$ cat src/design/qst_pkg.sv
package qst_pkg;
  // Register byte offsets on the bus
  typedef logic [4:0] qst_addr_t;
  localparam qst_addr_t OFS_CTRL  = 5'h00;
  localparam qst_addr_t OFS_STAT  = 5'h04;
  localparam qst_addr_t OFS_MATCH = 5'h08;
  localparam qst_addr_t OFS_COUNT = 5'h0c;
  localparam qst_addr_t OFS_GATE  = 5'h10;

  // Control register layout, bit 7 down to bit 0
  typedef struct packed {
    logic       en;       // Module enable, bit 7
    logic [1:0] src;      // Reference source select, bits 6:5
    logic       clr;      // Count clear, bit 4, reads zero
    logic       tick_oe;  // Tick output enable, bit 3
    logic [2:0] ps;       // Prescale select, bits 2:0
  } qst_ctrl_s;

  // Status register layout, bit 7 down to bit 0
  typedef struct packed {
    logic qsec_f;    // Quarter event flag
    logic sec_f;     // Second event flag
    logic match_f;   // Match event flag
    logic qsec_ie;   // Quarter interrupt enable
    logic sec_ie;    // Second interrupt enable
    logic match_ie;  // Match interrupt enable
    logic match_en;  // Match function enable
    logic mwc;       // Match write pending
  } qst_stat_s;

  // Values after reset, and the count low bits of a second event
  localparam logic [7:0] CTRL_RESET  = 8'h01;
  localparam logic [7:0] STAT_RESET  = 8'h00;
  localparam logic [7:0] MATCH_RESET = 8'h00;
  localparam logic [7:0] COUNT_RESET = 8'h00;
  localparam logic       GATE_RESET  = 1'b1;
  localparam logic [1:0] QTR_MASK    = 2'h0;

  // Reference source codes
  localparam logic [1:0] SRC_EXT = 2'h0;
  localparam logic [1:0] SRC_LPO = 2'h1;
  localparam logic [1:0] SRC_INT = 2'h2;

  // Division counts per prescale code: reference to tick, tick to 4 Hz
  localparam int PRE_W  = 9;
  localparam int MAIN_W = 14;
  localparam logic [PRE_W-1:0] PRE_DIV [8] =
    '{9'h001, 9'h001, 9'h001, 9'h001, 9'h080, 9'h07d, 9'h0fa, 9'h1f4};
  localparam logic [MAIN_W-1:0] MAIN_DIV [8] =
    '{14'h00fa, 14'h2000, 14'h1f40, 14'h2580,
      14'h2580, 14'h1f40, 14'h1f40, 14'h1f40};
endpackage

$ cat src/design/qst_timekeeper.sv
`timescale 1ns/1ps
// Behaviour
// RL1 - 8-bit count advances each quarter second
// RL2 - 6-bit match value, one shared interrupt
// RL3 - Bits 6:5 choose reference clock source
// RL4 - Software keeps source fixed while enabled
// RL5 - Disabled: count and divider held cleared
// RL6 - Writing one clears count and divider
// RL7 - Bit 3 gates tick output, runs low-power
// RL8 - Prescale codes 000-011 for low rates
// RL9 - Codes 100-111 for megahertz inputs
// RL10 - Tick output equals intermediate frequency
// RL11 - Software keeps prescale fixed while enabled
// RL12 - Self-clearing match pulse, ignores irq enable
// RL13 - Any event wakes from low-power modes; code wakes only when the shared interrupt is raised
// RL14 - Internal reference unusable in deep stop
// RL15 - Registers keep contents across deep stop
// RL16 - Gate bit, set at reset, cuts access
// RL17 - Second event every fourth count
// RL18 - Match sets flag, clears upper six bits
// RL19 - Flags clear only by writing one
// RL20 - Interrupt when enabled flag set, module on
module qst_timekeeper
(
  input  wire logic                I_REF_CLK,
  input  wire logic                I_RST_N,
  input  wire qst_pkg::qst_addr_t  I_ADDRESS,
  input  wire logic                I_READ,
  input  wire logic                I_WRITE,
  input  wire logic [3:0]          I_BYTEENABLE,
  input  wire logic [31:0]         I_WRITEDATA,
  output logic [31:0]              O_READDATA,
  output logic                     O_WAITREQUEST,
  input  wire logic                I_EXT_OSC_CLOCK,
  input  wire logic                I_LOW_POWER_OSC,
  input  wire logic                I_INTERNAL_REF_CLOCK,
  input  wire logic                I_DEEP_STOP,
  input  wire logic                I_LOW_POWER_MODE,
  output logic                     O_IRQ,
  output logic                     O_WAKE,
  output logic                     O_MATCH_PULSE_OUT,
  output logic                     O_TICK_CLOCK_OUT
);
  import qst_pkg::*;

  // Three-stage synchronisers for the reference pins
  logic [2:0] sync1;       // First stage, read only by sync2
  logic [2:0] sync2;       // Second stage
  logic [2:0] sync3;       // Third stage
  logic [2:0] filt;        // Level accepted when stages two and three agree
  logic [2:0] filt_d;      // Delayed accepted level
  logic [2:0] next_filt;   // Next accepted level

  // Accepted level follows only agreeing stages
  always_comb
  begin
    for (int i = 0; i < 3; i++)
    begin
      next_filt[i] = (sync2[i] == sync3[i]) ? sync3[i] : filt[i];
    end
  end

  // Synchroniser registers
  always_ff @(posedge I_REF_CLK or negedge I_RST_N)
  begin
    if (!I_RST_N)
    begin
      sync1  <= 3'h0;
      sync2  <= 3'h0;
      sync3  <= 3'h0;
      filt   <= 3'h0;
      filt_d <= 3'h0;
    end
    else
    begin
      sync1  <= {I_INTERNAL_REF_CLOCK, I_LOW_POWER_OSC, I_EXT_OSC_CLOCK};
      sync2  <= sync1;
      sync3  <= sync2;
      filt   <= next_filt;
      filt_d <= filt;
    end
  end

  // Rising edges of each reference, index by source code
  logic [2:0] ref_rise;
  assign ref_rise = filt & ~filt_d;

  // Block state
  qst_ctrl_s          ctrl;        // Control register, clr always zero
  qst_stat_s          stat;        // Status and enable register
  logic [5:0]         match_val;   // Match value
  logic [1:0]         match_qtr;   // Count low bits captured on match write
  logic [7:0]         count;       // Quarter count
  logic               gate;        // Bus clock gate bit
  logic [PRE_W-1:0]   pre_cnt;     // Reference to tick divider
  logic [MAIN_W-1:0]  main_cnt;    // Tick to 4 Hz divider
  logic               wait_q;      // Waitrequest register
  logic [31:0]        rdata;       // Read data register
  logic               irq;         // Interrupt register
  logic               wake;        // Wake register
  logic               mpulse;      // Match pulse register
  logic               tick_out;    // Tick output register

  // Next values
  qst_ctrl_s          next_ctrl;
  qst_stat_s          next_stat;
  logic [5:0]         next_match_val;
  logic [1:0]         next_match_qtr;
  logic [7:0]         next_count;
  logic               next_gate;
  logic [PRE_W-1:0]   next_pre_cnt;
  logic [MAIN_W-1:0]  next_main_cnt;
  logic               next_wait_q;
  logic [31:0]        next_rdata;
  logic               next_irq;
  logic               next_wake;
  logic               next_mpulse;
  logic               next_tick_out;

  // Scratch terms of the main process
  logic               ref_tick;    // Selected reference edge
  logic               mid_tick;    // Intermediate frequency tick
  logic               qtr_tick;    // 4 Hz tick
  logic [7:0]         inc;         // Incremented count
  logic               bus_wr;      // Write accepted this edge
  logic               bus_rd;      // Read answered this edge
  logic               reg_ok;      // Clock gate open
  logic               do_clr;      // Count clear requested
  logic [7:0]         wbyte;       // Low write byte
  logic               set_q;       // Quarter event
  logic               set_s;       // Second event
  logic               set_m;       // Match event
  logic [2:0]         w1c;         // Flag clear strobes

  // Dividers, count, flags, bus slave
  always_comb
  begin
    next_ctrl      = ctrl;
    next_stat      = stat;
    next_match_val = match_val;
    next_match_qtr = match_qtr;
    next_count     = count;
    next_gate      = gate;
    next_pre_cnt   = pre_cnt;
    next_main_cnt  = main_cnt;
    next_rdata     = rdata;
    next_mpulse    = 1'b0;
    set_q          = 1'b0;
    set_s          = 1'b0;
    set_m          = 1'b0;
    mid_tick       = 1'b0;
    qtr_tick       = 1'b0;
    w1c            = 3'h0;
    inc            = count + 8'h01;
    wbyte          = I_WRITEDATA[7:0];

    // Waitrequest drops one cycle after a request, for one cycle
    next_wait_q = !((I_READ || I_WRITE) && wait_q);
    bus_wr = I_WRITE && !wait_q && I_BYTEENABLE[0];
    bus_rd = I_READ && wait_q;   // Loaded as wait drops, stands at answer
    reg_ok = gate;

    // Source select; internal reference absent in deep stop
    unique case (ctrl.src) // RL3
      SRC_EXT: ref_tick = ref_rise[0];
      SRC_LPO: ref_tick = ref_rise[1];
      SRC_INT: ref_tick = ref_rise[2] && !I_DEEP_STOP; // RL14
      default: ref_tick = 1'b0;
    endcase

    // Two-stage prescaler: reference to tick, tick to 4 Hz
    if (ref_tick)
    begin
      if (pre_cnt >= PRE_DIV[ctrl.ps] - 9'h001) // RL8 RL9
      begin
        next_pre_cnt = '0;
        mid_tick     = 1'b1;
      end
      else
      begin
        next_pre_cnt = pre_cnt + 9'h001;
      end
    end
    if (mid_tick)
    begin
      if (main_cnt >= MAIN_DIV[ctrl.ps] - 14'h0001) // RL8 RL9
      begin
        next_main_cnt = '0;
        qtr_tick      = 1'b1;
      end
      else
      begin
        next_main_cnt = main_cnt + 14'h0001;
      end
    end

    // Quarter count advance with second and match events
    if (qtr_tick)
    begin
      next_count = inc; // RL1
      set_q      = 1'b1; // RL17
      set_s      = (inc[1:0] == QTR_MASK); // RL17
      if (stat.match_en && inc[7:2] == match_val) // RL18
      begin
        set_m       = 1'b1;
        next_mpulse = 1'b1; // RL12
        next_count  = {6'h00, inc[1:0]}; // RL18
      end
    end

    // Match write indication lasts one cycle
    next_stat.mwc = 1'b0;

    // Register writes; only the gate is reachable while gated
    if (bus_wr)
    begin
      if (I_ADDRESS == OFS_GATE)
      begin
        next_gate = wbyte[0]; // RL16
      end
      else if (reg_ok)
      begin
        unique case (I_ADDRESS)
          OFS_CTRL:
          begin
            next_ctrl     = qst_ctrl_s'(wbyte);
            next_ctrl.clr = 1'b0; // RL6
          end
          OFS_STAT:
          begin
            w1c                = wbyte[7:5]; // RL19
            next_stat.qsec_ie  = wbyte[4];
            next_stat.sec_ie   = wbyte[3];
            next_stat.match_ie = wbyte[2];
            next_stat.match_en = wbyte[1];
          end
          OFS_MATCH:
          begin
            next_match_val = wbyte[7:2]; // RL2
            next_match_qtr = count[1:0];
            next_stat.mwc  = 1'b1;
          end
          default:
          begin
            next_gate = gate;  // Unmapped or read-only: ignored
          end
        endcase
      end
    end
    do_clr = bus_wr && reg_ok && I_ADDRESS == OFS_CTRL && wbyte[4];

    // Flags: a set wins over a clear in the same cycle
    next_stat.qsec_f  = (stat.qsec_f && !w1c[2]) || set_q; // RL19
    next_stat.sec_f   = (stat.sec_f && !w1c[1]) || set_s; // RL19
    next_stat.match_f = (stat.match_f && !w1c[0]) || set_m; // RL19

    // Disabled or cleared: count and dividers go to zero
    if (!ctrl.en || do_clr) // RL5 RL6
    begin
      next_count    = COUNT_RESET;
      next_pre_cnt  = '0;
      next_main_cnt = '0;
      next_mpulse   = 1'b0;
    end

    // Read data, zero when gated or unmapped
    if (bus_rd)
    begin
      next_rdata = 32'h0;
      if (I_ADDRESS == OFS_GATE)
      begin
        next_rdata[0] = gate;
      end
      else if (reg_ok)
      begin
        unique case (I_ADDRESS)
          OFS_CTRL:  next_rdata[7:0] = ctrl;
          OFS_STAT:  next_rdata[7:0] = stat;
          OFS_MATCH: next_rdata[7:0] = {match_val, match_qtr};
          OFS_COUNT: next_rdata[7:0] = count;
          default:   next_rdata      = 32'h0;
        endcase
      end
    end

    // Shared interrupt, wake request and tick output
    next_irq = ctrl.en && ((stat.qsec_f && stat.qsec_ie) ||
                           (stat.sec_f && stat.sec_ie) ||
                           (stat.match_f && stat.match_ie)); // RL2 RL20
    next_wake     = next_irq && I_LOW_POWER_MODE; // RL13
    next_tick_out = mid_tick && ctrl.en && ctrl.tick_oe; // RL7 RL10
  end

  // Main registers; no stop-mode reset, contents kept
  always_ff @(posedge I_REF_CLK or negedge I_RST_N) // RL15
  begin
    if (!I_RST_N)
    begin
      ctrl      <= qst_ctrl_s'(CTRL_RESET);
      stat      <= qst_stat_s'(STAT_RESET);
      match_val <= MATCH_RESET[7:2];
      match_qtr <= MATCH_RESET[1:0];
      count     <= COUNT_RESET;
      gate      <= GATE_RESET; // RL16
      pre_cnt   <= '0;
      main_cnt  <= '0;
      wait_q    <= 1'b1;
      rdata     <= 32'h0;
      irq       <= 1'b0;
      wake      <= 1'b0;
      mpulse    <= 1'b0;
      tick_out  <= 1'b0;
    end
    else
    begin
      ctrl      <= next_ctrl;
      stat      <= next_stat;
      match_val <= next_match_val;
      match_qtr <= next_match_qtr;
      count     <= next_count;
      gate      <= next_gate;
      pre_cnt   <= next_pre_cnt;
      main_cnt  <= next_main_cnt;
      wait_q    <= next_wait_q;
      rdata     <= next_rdata;
      irq       <= next_irq;
      wake      <= next_wake;
      mpulse    <= next_mpulse;
      tick_out  <= next_tick_out;
    end
  end

  // Outputs straight from registers
  assign O_READDATA        = rdata;
  assign O_WAITREQUEST     = wait_q;
  assign O_IRQ             = irq;
  assign O_WAKE            = wake;
  assign O_MATCH_PULSE_OUT = mpulse;
  assign O_TICK_CLOCK_OUT  = tick_out;
endmodule

$ cat config.mk
export PLATFORM = sky130hd
export DESIGN_NAME = qst_timekeeper
export DESIGN_NICKNAME = d
export VERILOG_FILES = /design/src/design/qst_pkg.sv /design/src/design/qst_timekeeper.sv
export SDC_FILE = /design/constraint.sdc
export NUM_CORES = 1
export LEC_CHECK = 0
export BUFFER_PORTS_ARGS = -buffer_cell sky130_fd_sc_hd__buf_4
export CAP_MARGIN = 5
export CORE_MARGIN = 2
export CORE_UTILIZATION = 60
export DETAILED_ROUTE_END_ITERATION = 8
export HOLD_SLACK_MARGIN = 0.1
export PLACE_DENSITY = 0.93
export SYNTH_ARGS = -nofsm -noshare
export SYNTH_HDL_FRONTEND = slang
export SYNTH_SLANG_ARGS = --single-unit
$ cat constraint.sdc
create_clock -name I_REF_CLK -period 9.21 [get_ports I_REF_CLK]
set_clock_uncertainty 0.15 [all_clocks]
set_input_delay 0.921 -clock I_REF_CLK [delete_from_list [all_inputs] [get_ports I_REF_CLK]]
set_output_delay 0.921 -clock I_REF_CLK [all_outputs]
set_load 0.03 [all_outputs]
==> results of run 1 <==
-- registers in the layout (all words and copies together) (netlist names) --
| register | cells |
|---|---|
| match_val | 6 |
| filt_d | 3 |
| filt | 3 |
| O_WAKE | 1 |
| count | 8 |
| sync3 | 3 |
| ctrl | 7 |
| O_IRQ | 1 |
| sync2 | 3 |
| sync1 | 3 |
| match_qtr | 2 |
| O_READDATA | 8 |
| O_MATCH_PULSE_OUT | 1 |
| pre_cnt | 9 |
| stat | 8 |
| gate | 1 |
| O_WAITREQUEST | 1 |
| O_TICK_CLOCK_OUT | 1 |
| main_cnt | 14 |
-- final timing paths --
path / start / end / depth (start not counted)
max in group asynchronous: I_RST_N / count[1] / 1
min in group asynchronous: I_RST_N / pre_cnt[3] / 1
min: sync1[0] / sync2[0] / 0
max: ctrl[1] / main_cnt[9] / 13
min reg2reg: sync1[0] / sync2[0] / 0
max reg2reg: ctrl[1] / main_cnt[9] / 13
-- layer usage --
| layer | wire length (um) | vias to the layer above |
|---|---|---|
| met5 | 0 | - |
| met4 | 332 | 0 |
| met3 | 705 | 40 |
| met2 | 5470 | 201 |
| met1 | 4520 | 1971 |
| li1 | - | 1855 |
-- critical path, delay by kind of cell, from the launching register on --
kind,cells,cell delay [ns]
compound gates,7,1.99
fa+ha+maj,3,0.88
buf+inv,1,0.21
flops,1,0.52
mux,1,0.36
simple gates,1,0.25
-- synth_stat cells, types with 4 or more instances --
cell / n
dfrtp_1: 80
nand2_1: 37
o21ai_0: 30
ha_1: 29
nand3_1: 29
nor2_1: 29
buf_4: 24
a21oi_1: 22
mux2_2: 22
inv_1: 16
nand4_1: 16
nor3_1: 15
clkbuf_1: 13
nor2b_1: 10
xnor2_1: 10
a22o_1: 8
o211ai_1: 7
and3_1: 6
a221o_1: 5
buf_2: 5
or3_1: 5
xor2_1: 5
a21o_1: 4
a22oi_1: 4
mux4_2: 4
nand4b_1: 4
or2_2: 4
-- metrics by stage --
stage | worst slack, ns | instance area [um^2] | total power, W | hold slack (ns) | util [%]
after CTS | 4.79 | 5370 | 0.000675 | 0.211 | 66.0
after detailed placement | 4.83 | 5190 | 0.000437 | 0.190 | 63.9
final | 4.76 | 5370 | 0.000670 | 0.208 | 66.0
after floorplan | 5.29 | 5050 | 0.000423 | 0.181 | -
after global placement | 5.01 | 5190 | 0.000435 | 0.185 | 63.9
after global routing | 4.36 | 5370 | 0.000694 | 0.226 | 66.0
-- where the power goes --
group | switching [W] | internal [W] | leakage [nW]
sequential | 0.00000419 | 0.000371 | 1.11
combinational | 0.0000398 | 0.0000148 | 1.15
clock | 0.000141 | 0.0000998 | 0.0755
-- logic make-up after synthesis --
kind of cell | Yosys count | synth area share (%)
other cells | 1 | 0.0755
flops | 83 | 41.9
xor+xnor | 15 | 2.64
mux | 28 | 7.20
buf+inv | 60 | 6.62
compound gates | 103 | 14.1
simple gates | 181 | 19.6
fa+ha+maj | 32 | 7.91
-- area by class of cell --
cell class,count,area (um^2)
Sequential cell,83,2080
Multi-Input combinational cell,383,2650
Clock buffer,10,128
Inverter,16,60.1
Fill cell,583,2760
Timing Repair Buffer,37,278
Clock inverter,6,47.5
Tap cell,105,131
==> impl_metrics.tcl, run 1 <==
set metrics [dict create \
    drv_slew 0 \
    synth.distinct_cells 64 \
    hold_buffers 0 \
    dp.cells 624 \
    reg2reg_slack_ns 4.76 \
    drtAntennaViolNets 0 \
    start_util_pct 61.1 \
    die-area_um2 9030 \
    use_met3_pct 3.75 \
    io_buffers 35 \
    syn_area_per_cell_um2 9.88 \
    fin_crit_ns 4.45 \
    path_clk_slew_ns 0.09 \
    synth-edff-count 0 \
    gp_congestion 0.930 \
    leakage_nw 2.34 \
    grt.total_usage_pct 26.0 \
    root_buffer "clkbuf_8" \
    powerDensity_nw_per_um2 125 \
    antenna_found_initial 0 \
    htreeDepth 3 \
    maxSlewHeadroom_pct 31.4 \
    netlist_instances 503 \
    use_met2_pct 43.6 \
    crit_slowest_cell "a21o_1" \
    hold_viol 0 \
    routed_wl_um 11000 \
    fin_nets 609 \
    cp-end-kind "flop" \
    vias 4067 \
    drv_cap 0 \
    fmax_mhz 225 \
    cts_sinks 83 \
    core_um2 8130 \
    hold_path.class "reg2reg" \
    worstPathCellList "inv_1, ha_1, nor2b_1, ha_1, mux2_2, a22oi_1, ha_1, a21oi_1, o21ai_0, a41oi_1, a21o_1, o21ai_0, a21oi_1" \
    drive_gt1_share_pct 17.8 \
    grt_pass1_wl_um 18400 \
    diodes 0 \
    grt_setup_unrepaired "no" \
    layout_common_cells "dfrtp_1 (80), nand2_1 (37), buf_4 (37)" \
    yosys-top-cells-area "dfrtp_1 (40%), ha_1 (7.3%), mux2_2 (5.0%), buf_4 (3.6%), o21ai_0 (3.0%)" \
    grt_pass1_vias 3898 \
    ys_seq_elements 83 \
    status "finished, final reports clean" \
    layoutNonFillerInstCount 640 \
    postCtsSetupBuffers 0 \
    grt_start_max_net_pins 84 \
    die_w_um 95 \
    drt_first_pass_iters 7 \
    clkLatencyLatePin_ns 0.37 \
    synth_top_area_cell "dfrtp_1" \
    drc 0 \
    area_growth_pct 8.08 \
    yosysTopAreaCellShare_pct 40.3 \
    tns_ns 0 \
    cp.arrival_ns 4.58 \
    ctsResizeCount 0 \
    crit_fanout 20 \
    critical-path-max-stage-delay_ns 0.58 \
    cts_made_buffers 9 \
    crit_top_cell "ha_1" \
    crit_type "reg2reg" \
    synthArstFlopShare_pct 100 \
    worst_slew_pin_slew_ns 1.03 \
    ir_drop_uv 59.3 \
    routedWlPerCell_um 17.2 \
    setup_violations 0 \
    synth.cell_area_um2 4970 \
    ys.warnings.count 0 \
    final_common_cell "dfrtp_1" \
    finalCritPeriodShare_pct 48.3 \
    rows 33 \
    ctsLongestPathBuffers 2 \
    gr-total-overflow 0 \
    via_per_inst 6.35 \
    hpwl_um 7900 \
    yosys_most_used_dff "dfrtp_1" \
    grt-busiest-layer "met2" \
    cts_tree "done" \
    start_kind "flop" \
    io_pins 87 \
    cp.required_ns 9.34 \
    met1_usage_pct 33.1 \
    die_y_um 95 \
    ys_seq_area_share_pct 41.9 \
    drt_iter0_markers 404 \
]
Note: power is estimated with default switching activity, not from simulation.
==> run 2: changes to the inputs <==
Settings changed: ABC_AREA set to 1, CORE_UTILIZATION 60 to 51, PLACE_DENSITY 0.93 to 0.85.
Clock period 9.21 ns to 3.9 ns, I/O delays scaled along.
==> impl_metrics.tcl, run 2 <==
set metrics [dict create \
    cp-end-kind "flop" \
    dpl_cell_area_um2 5330 \
    drv_cap 0 \
    rows 36 \
    synth_common_cells "nand2_1 (149), dfrtp_1 (80), inv_1 (73), nand3_1 (64), nor2_1 (60)" \
    io_pins 87 \
    top_regs "main_cnt x14, pre_cnt x9" \
    cp_top_family "simple AND/OR/NAND/NOR gates" \
    worst_slew_pin_slew_ns 1.04 \
    path_clk_slew_ns 0.09 \
    reg2reg_depth 17 \
    drt_iter0_markers 367 \
    ctsLongestPathBuffers 2 \
    netlist_instances 642 \
    powerDensity_nw_per_um2 408 \
    critPathLaunch "ctrl[0]" \
    synth-xor-area-share_pct 3.30 \
    antenna_found_initial 0 \
    reg2reg_slack_ns 0.40 \
    setup_violations 0 \
    drive_gt1_share_pct 11.2 \
    gp_congestion 0.983 \
    syn_area_per_cell_um2 7.85 \
    leakage_nw 2.93 \
    cts_tree "done" \
    hold_slack_ns 0.110 \
    layout_common_cells "nand2_1 (149), dfrtp_1 (80), inv_1 (73)" \
    routedWlPerCell_um 14.0 \
    largest-register "main_cnt" \
    gr-total-overflow 0 \
    pre_cts_slack_ns 0.315 \
    crit_slowest_cell "dfstp_2" \
    grt_pass1_wl_um 19200 \
    hpwl_um 8350 \
    synth-edff-count 0 \
    io_buffers 35 \
    status "finished, final reports clean" \
    start_util_pct 52.0 \
    clkLatencyLatePin_ns 0.37 \
    yosys-top-cells-area "dfrtp_1 (40%), nand2_1 (11%), ha_1 (7.2%), nand3_1 (6.4%), inv_1 (5.4%)" \
    tns_ns 0 \
    die_y_um 103 \
    synth_compound_gate_area_share_pct 9.56 \
    drt_first_pass_iters 7 \
    routed_wl_um 11600 \
    diodes 0 \
    maxSlewHeadroom_pct 30.7 \
    synth_top_family_by_area "simple AND/OR/NAND/NOR gates" \
    crit_fanout 10 \
    drtAntennaViolNets 0 \
    critical-path-max-stage-delay_ns 0.62 \
    die-area_um2 10700 \
    drc 0 \
    cts_made_buffers 9 \
    synthArstFlopShare_pct 100 \
    crit_cells 17 \
    final_common_cell "nand2_1" \
    core_um2 9680 \
    ys_seq_elements 83 \
    cts_sinks 83 \
    grt_start_max_net_pins 84 \
    worstPathCellList "inv_1, ha_1, nand2_1, ha_1, nand3_1, nor3_1, xor2_1, ha_1, nand2_1, inv_1, a21oi_1, nand4_2, nand2_2, nand2_2, inv_4, nand2_1, nor2_1" \
    finalCritPeriodShare_pct 89.8 \
    grt.total_usage_pct 23.1 \
    synth.distinct_cells 43 \
    htreeDepth 3 \
    crit_type "reg2reg" \
    largest_reg_flops 14 \
    ys.warnings.count 0 \
    finish.instance_area_um2 5700 \
    die_w_um 103 \
    grt_pass1_vias 4230 \
    ir_drop_uv 229 \
    via_per_inst 5.36 \
    hold_path.class "in2reg" \
    start_kind "flop" \
    synth_top_area_cell "dfrtp_1" \
    vias 4442 \
    yosys_most_used_dff "dfrtp_1" \
    grt_setup_unrepaired "no" \
    worst-path-buf-inv 3 \
    fin_crit_ns 3.50 \
    fin_nets 769 \
    yosysTopAreaCellShare_pct 39.7 \
    synth_most_common_cell "nand2_1" \
    synthMuxAreaShare_pct 0 \
    hold_viol 0 \
    root_buffer "clkbuf_8" \
    cp.arrival_ns 3.65 \
    synthSimpleGateAreaFrac_pct 27.6 \
    fmax_mhz 285 \
    synth_adder_area_share_pct 7.80 \
    ys_seq_area_share_pct 41.3 \
    area_growth_pct 13.0 \
    cp.required_ns 4.04 \
    crit_path_end "pre_cnt[8]" \
    drv_slew 0 \
    reg2reg_to "pre_cnt[8]" \
    synth.cell_area_um2 5040 \
    layout_setup_ws_ns 0.396 \
    worstReg2RegStart "ctrl[0]" \
]
run 2: changes by cell type in the layout (fill, tap and decap cells not counted), sizes merged, moves of 11 or more:
cell   before  now
nand3      29   68
o22ai       1   13
nor2       31   63
mux2       22    0
nand2      37  155
xor2        5   16
inv        18   79
o21ai      30   49
run 2: how the worst min path moves through the flow:
stage | end | from | slack [ns] | cells after the start
floorplan | O_IRQ | I_RST_N | -0.06 | 0
global route | match_val[5] | I_WRITEDATA[7] | 0.10 | 3
global placement | sync2[1] | sync1[1] | 0.18 | 0
CTS | match_val[5] | I_WRITEDATA[7] | 0.10 | 3
finish | match_val[5] | I_WRITEDATA[7] | 0.11 | 3
detailed placement | sync2[1] | sync1[1] | 0.19 | 0
run 2: metrics by stage:
| stage | total power [W] | utilization, % | instances |
|---|---|---|---|
| CTS | 0.00233 | 58.6 | 826 |
| floorplan | 0.00139 | - | 665 |
| global placement | 0.00150 | 55.0 | 800 |
| global route | 0.00244 | 58.8 | 828 |
| finish | 0.00232 | 58.8 | 828 |
| detailed placement | 0.00154 | 55.0 | 800 |
run 2: timing repair:
item,4_1_cts,5_1_grt
resized for setup,0,1
endpoints found under the hold margin,12,0
hold buffers,10,0
setup buffers,0,2
endpoints found under the setup margin,0,10
run 2: kinds of logic (layout without fill, tap and decap cells):
kind of cell / after synthesis / after routing
AO/OA/AOI/OAI: 88 / 88
XOR/XNOR: 19 / 19
adder cells (fa/ha/maj): 32 / 32
buffers and inverters: 110 / 140
flip-flops: 83 / 83
other: 1 / 24
AND/OR/NAND/NOR: 309 / 309
run 2: final cells by class:
cell class | count | area, um^2
well taps | 133 | 166
inverters | 76 | 289
flip-flops and latches | 83 | 2080
fillers | 836 | 3990
clock inverters | 7 | 128
clock buffers | 9 | 124
multi-input cells | 472 | 2520
repair buffers | 48 | 385
run 2: routing by layer:
metal  global-route usage [%]  part of all wire (%)
met5                        0                     0
met4                     13.3                   3.4
met3                     3.23                   5.7
met2                     37.9                    48
met1                     29.2                    43
run 2: power by group:
| part | total [W] | switching (W) | internal (W) | leakage [nW] |
|---|---|---|---|---|
| clock network | 0.000777 | 0.000341 | 0.000436 | 0.127 |
| logic | 0.000523 | 0.000346 | 0.000177 | 1.77 |
| registers | 0.00102 | 0.0000881 | 0.000935 | 1.03 |
run 2: tightest hold or removal path: stages:
cell and delay (ns):
buf_4 0.10, nand2_1 0.04, o21ai_0 0.06
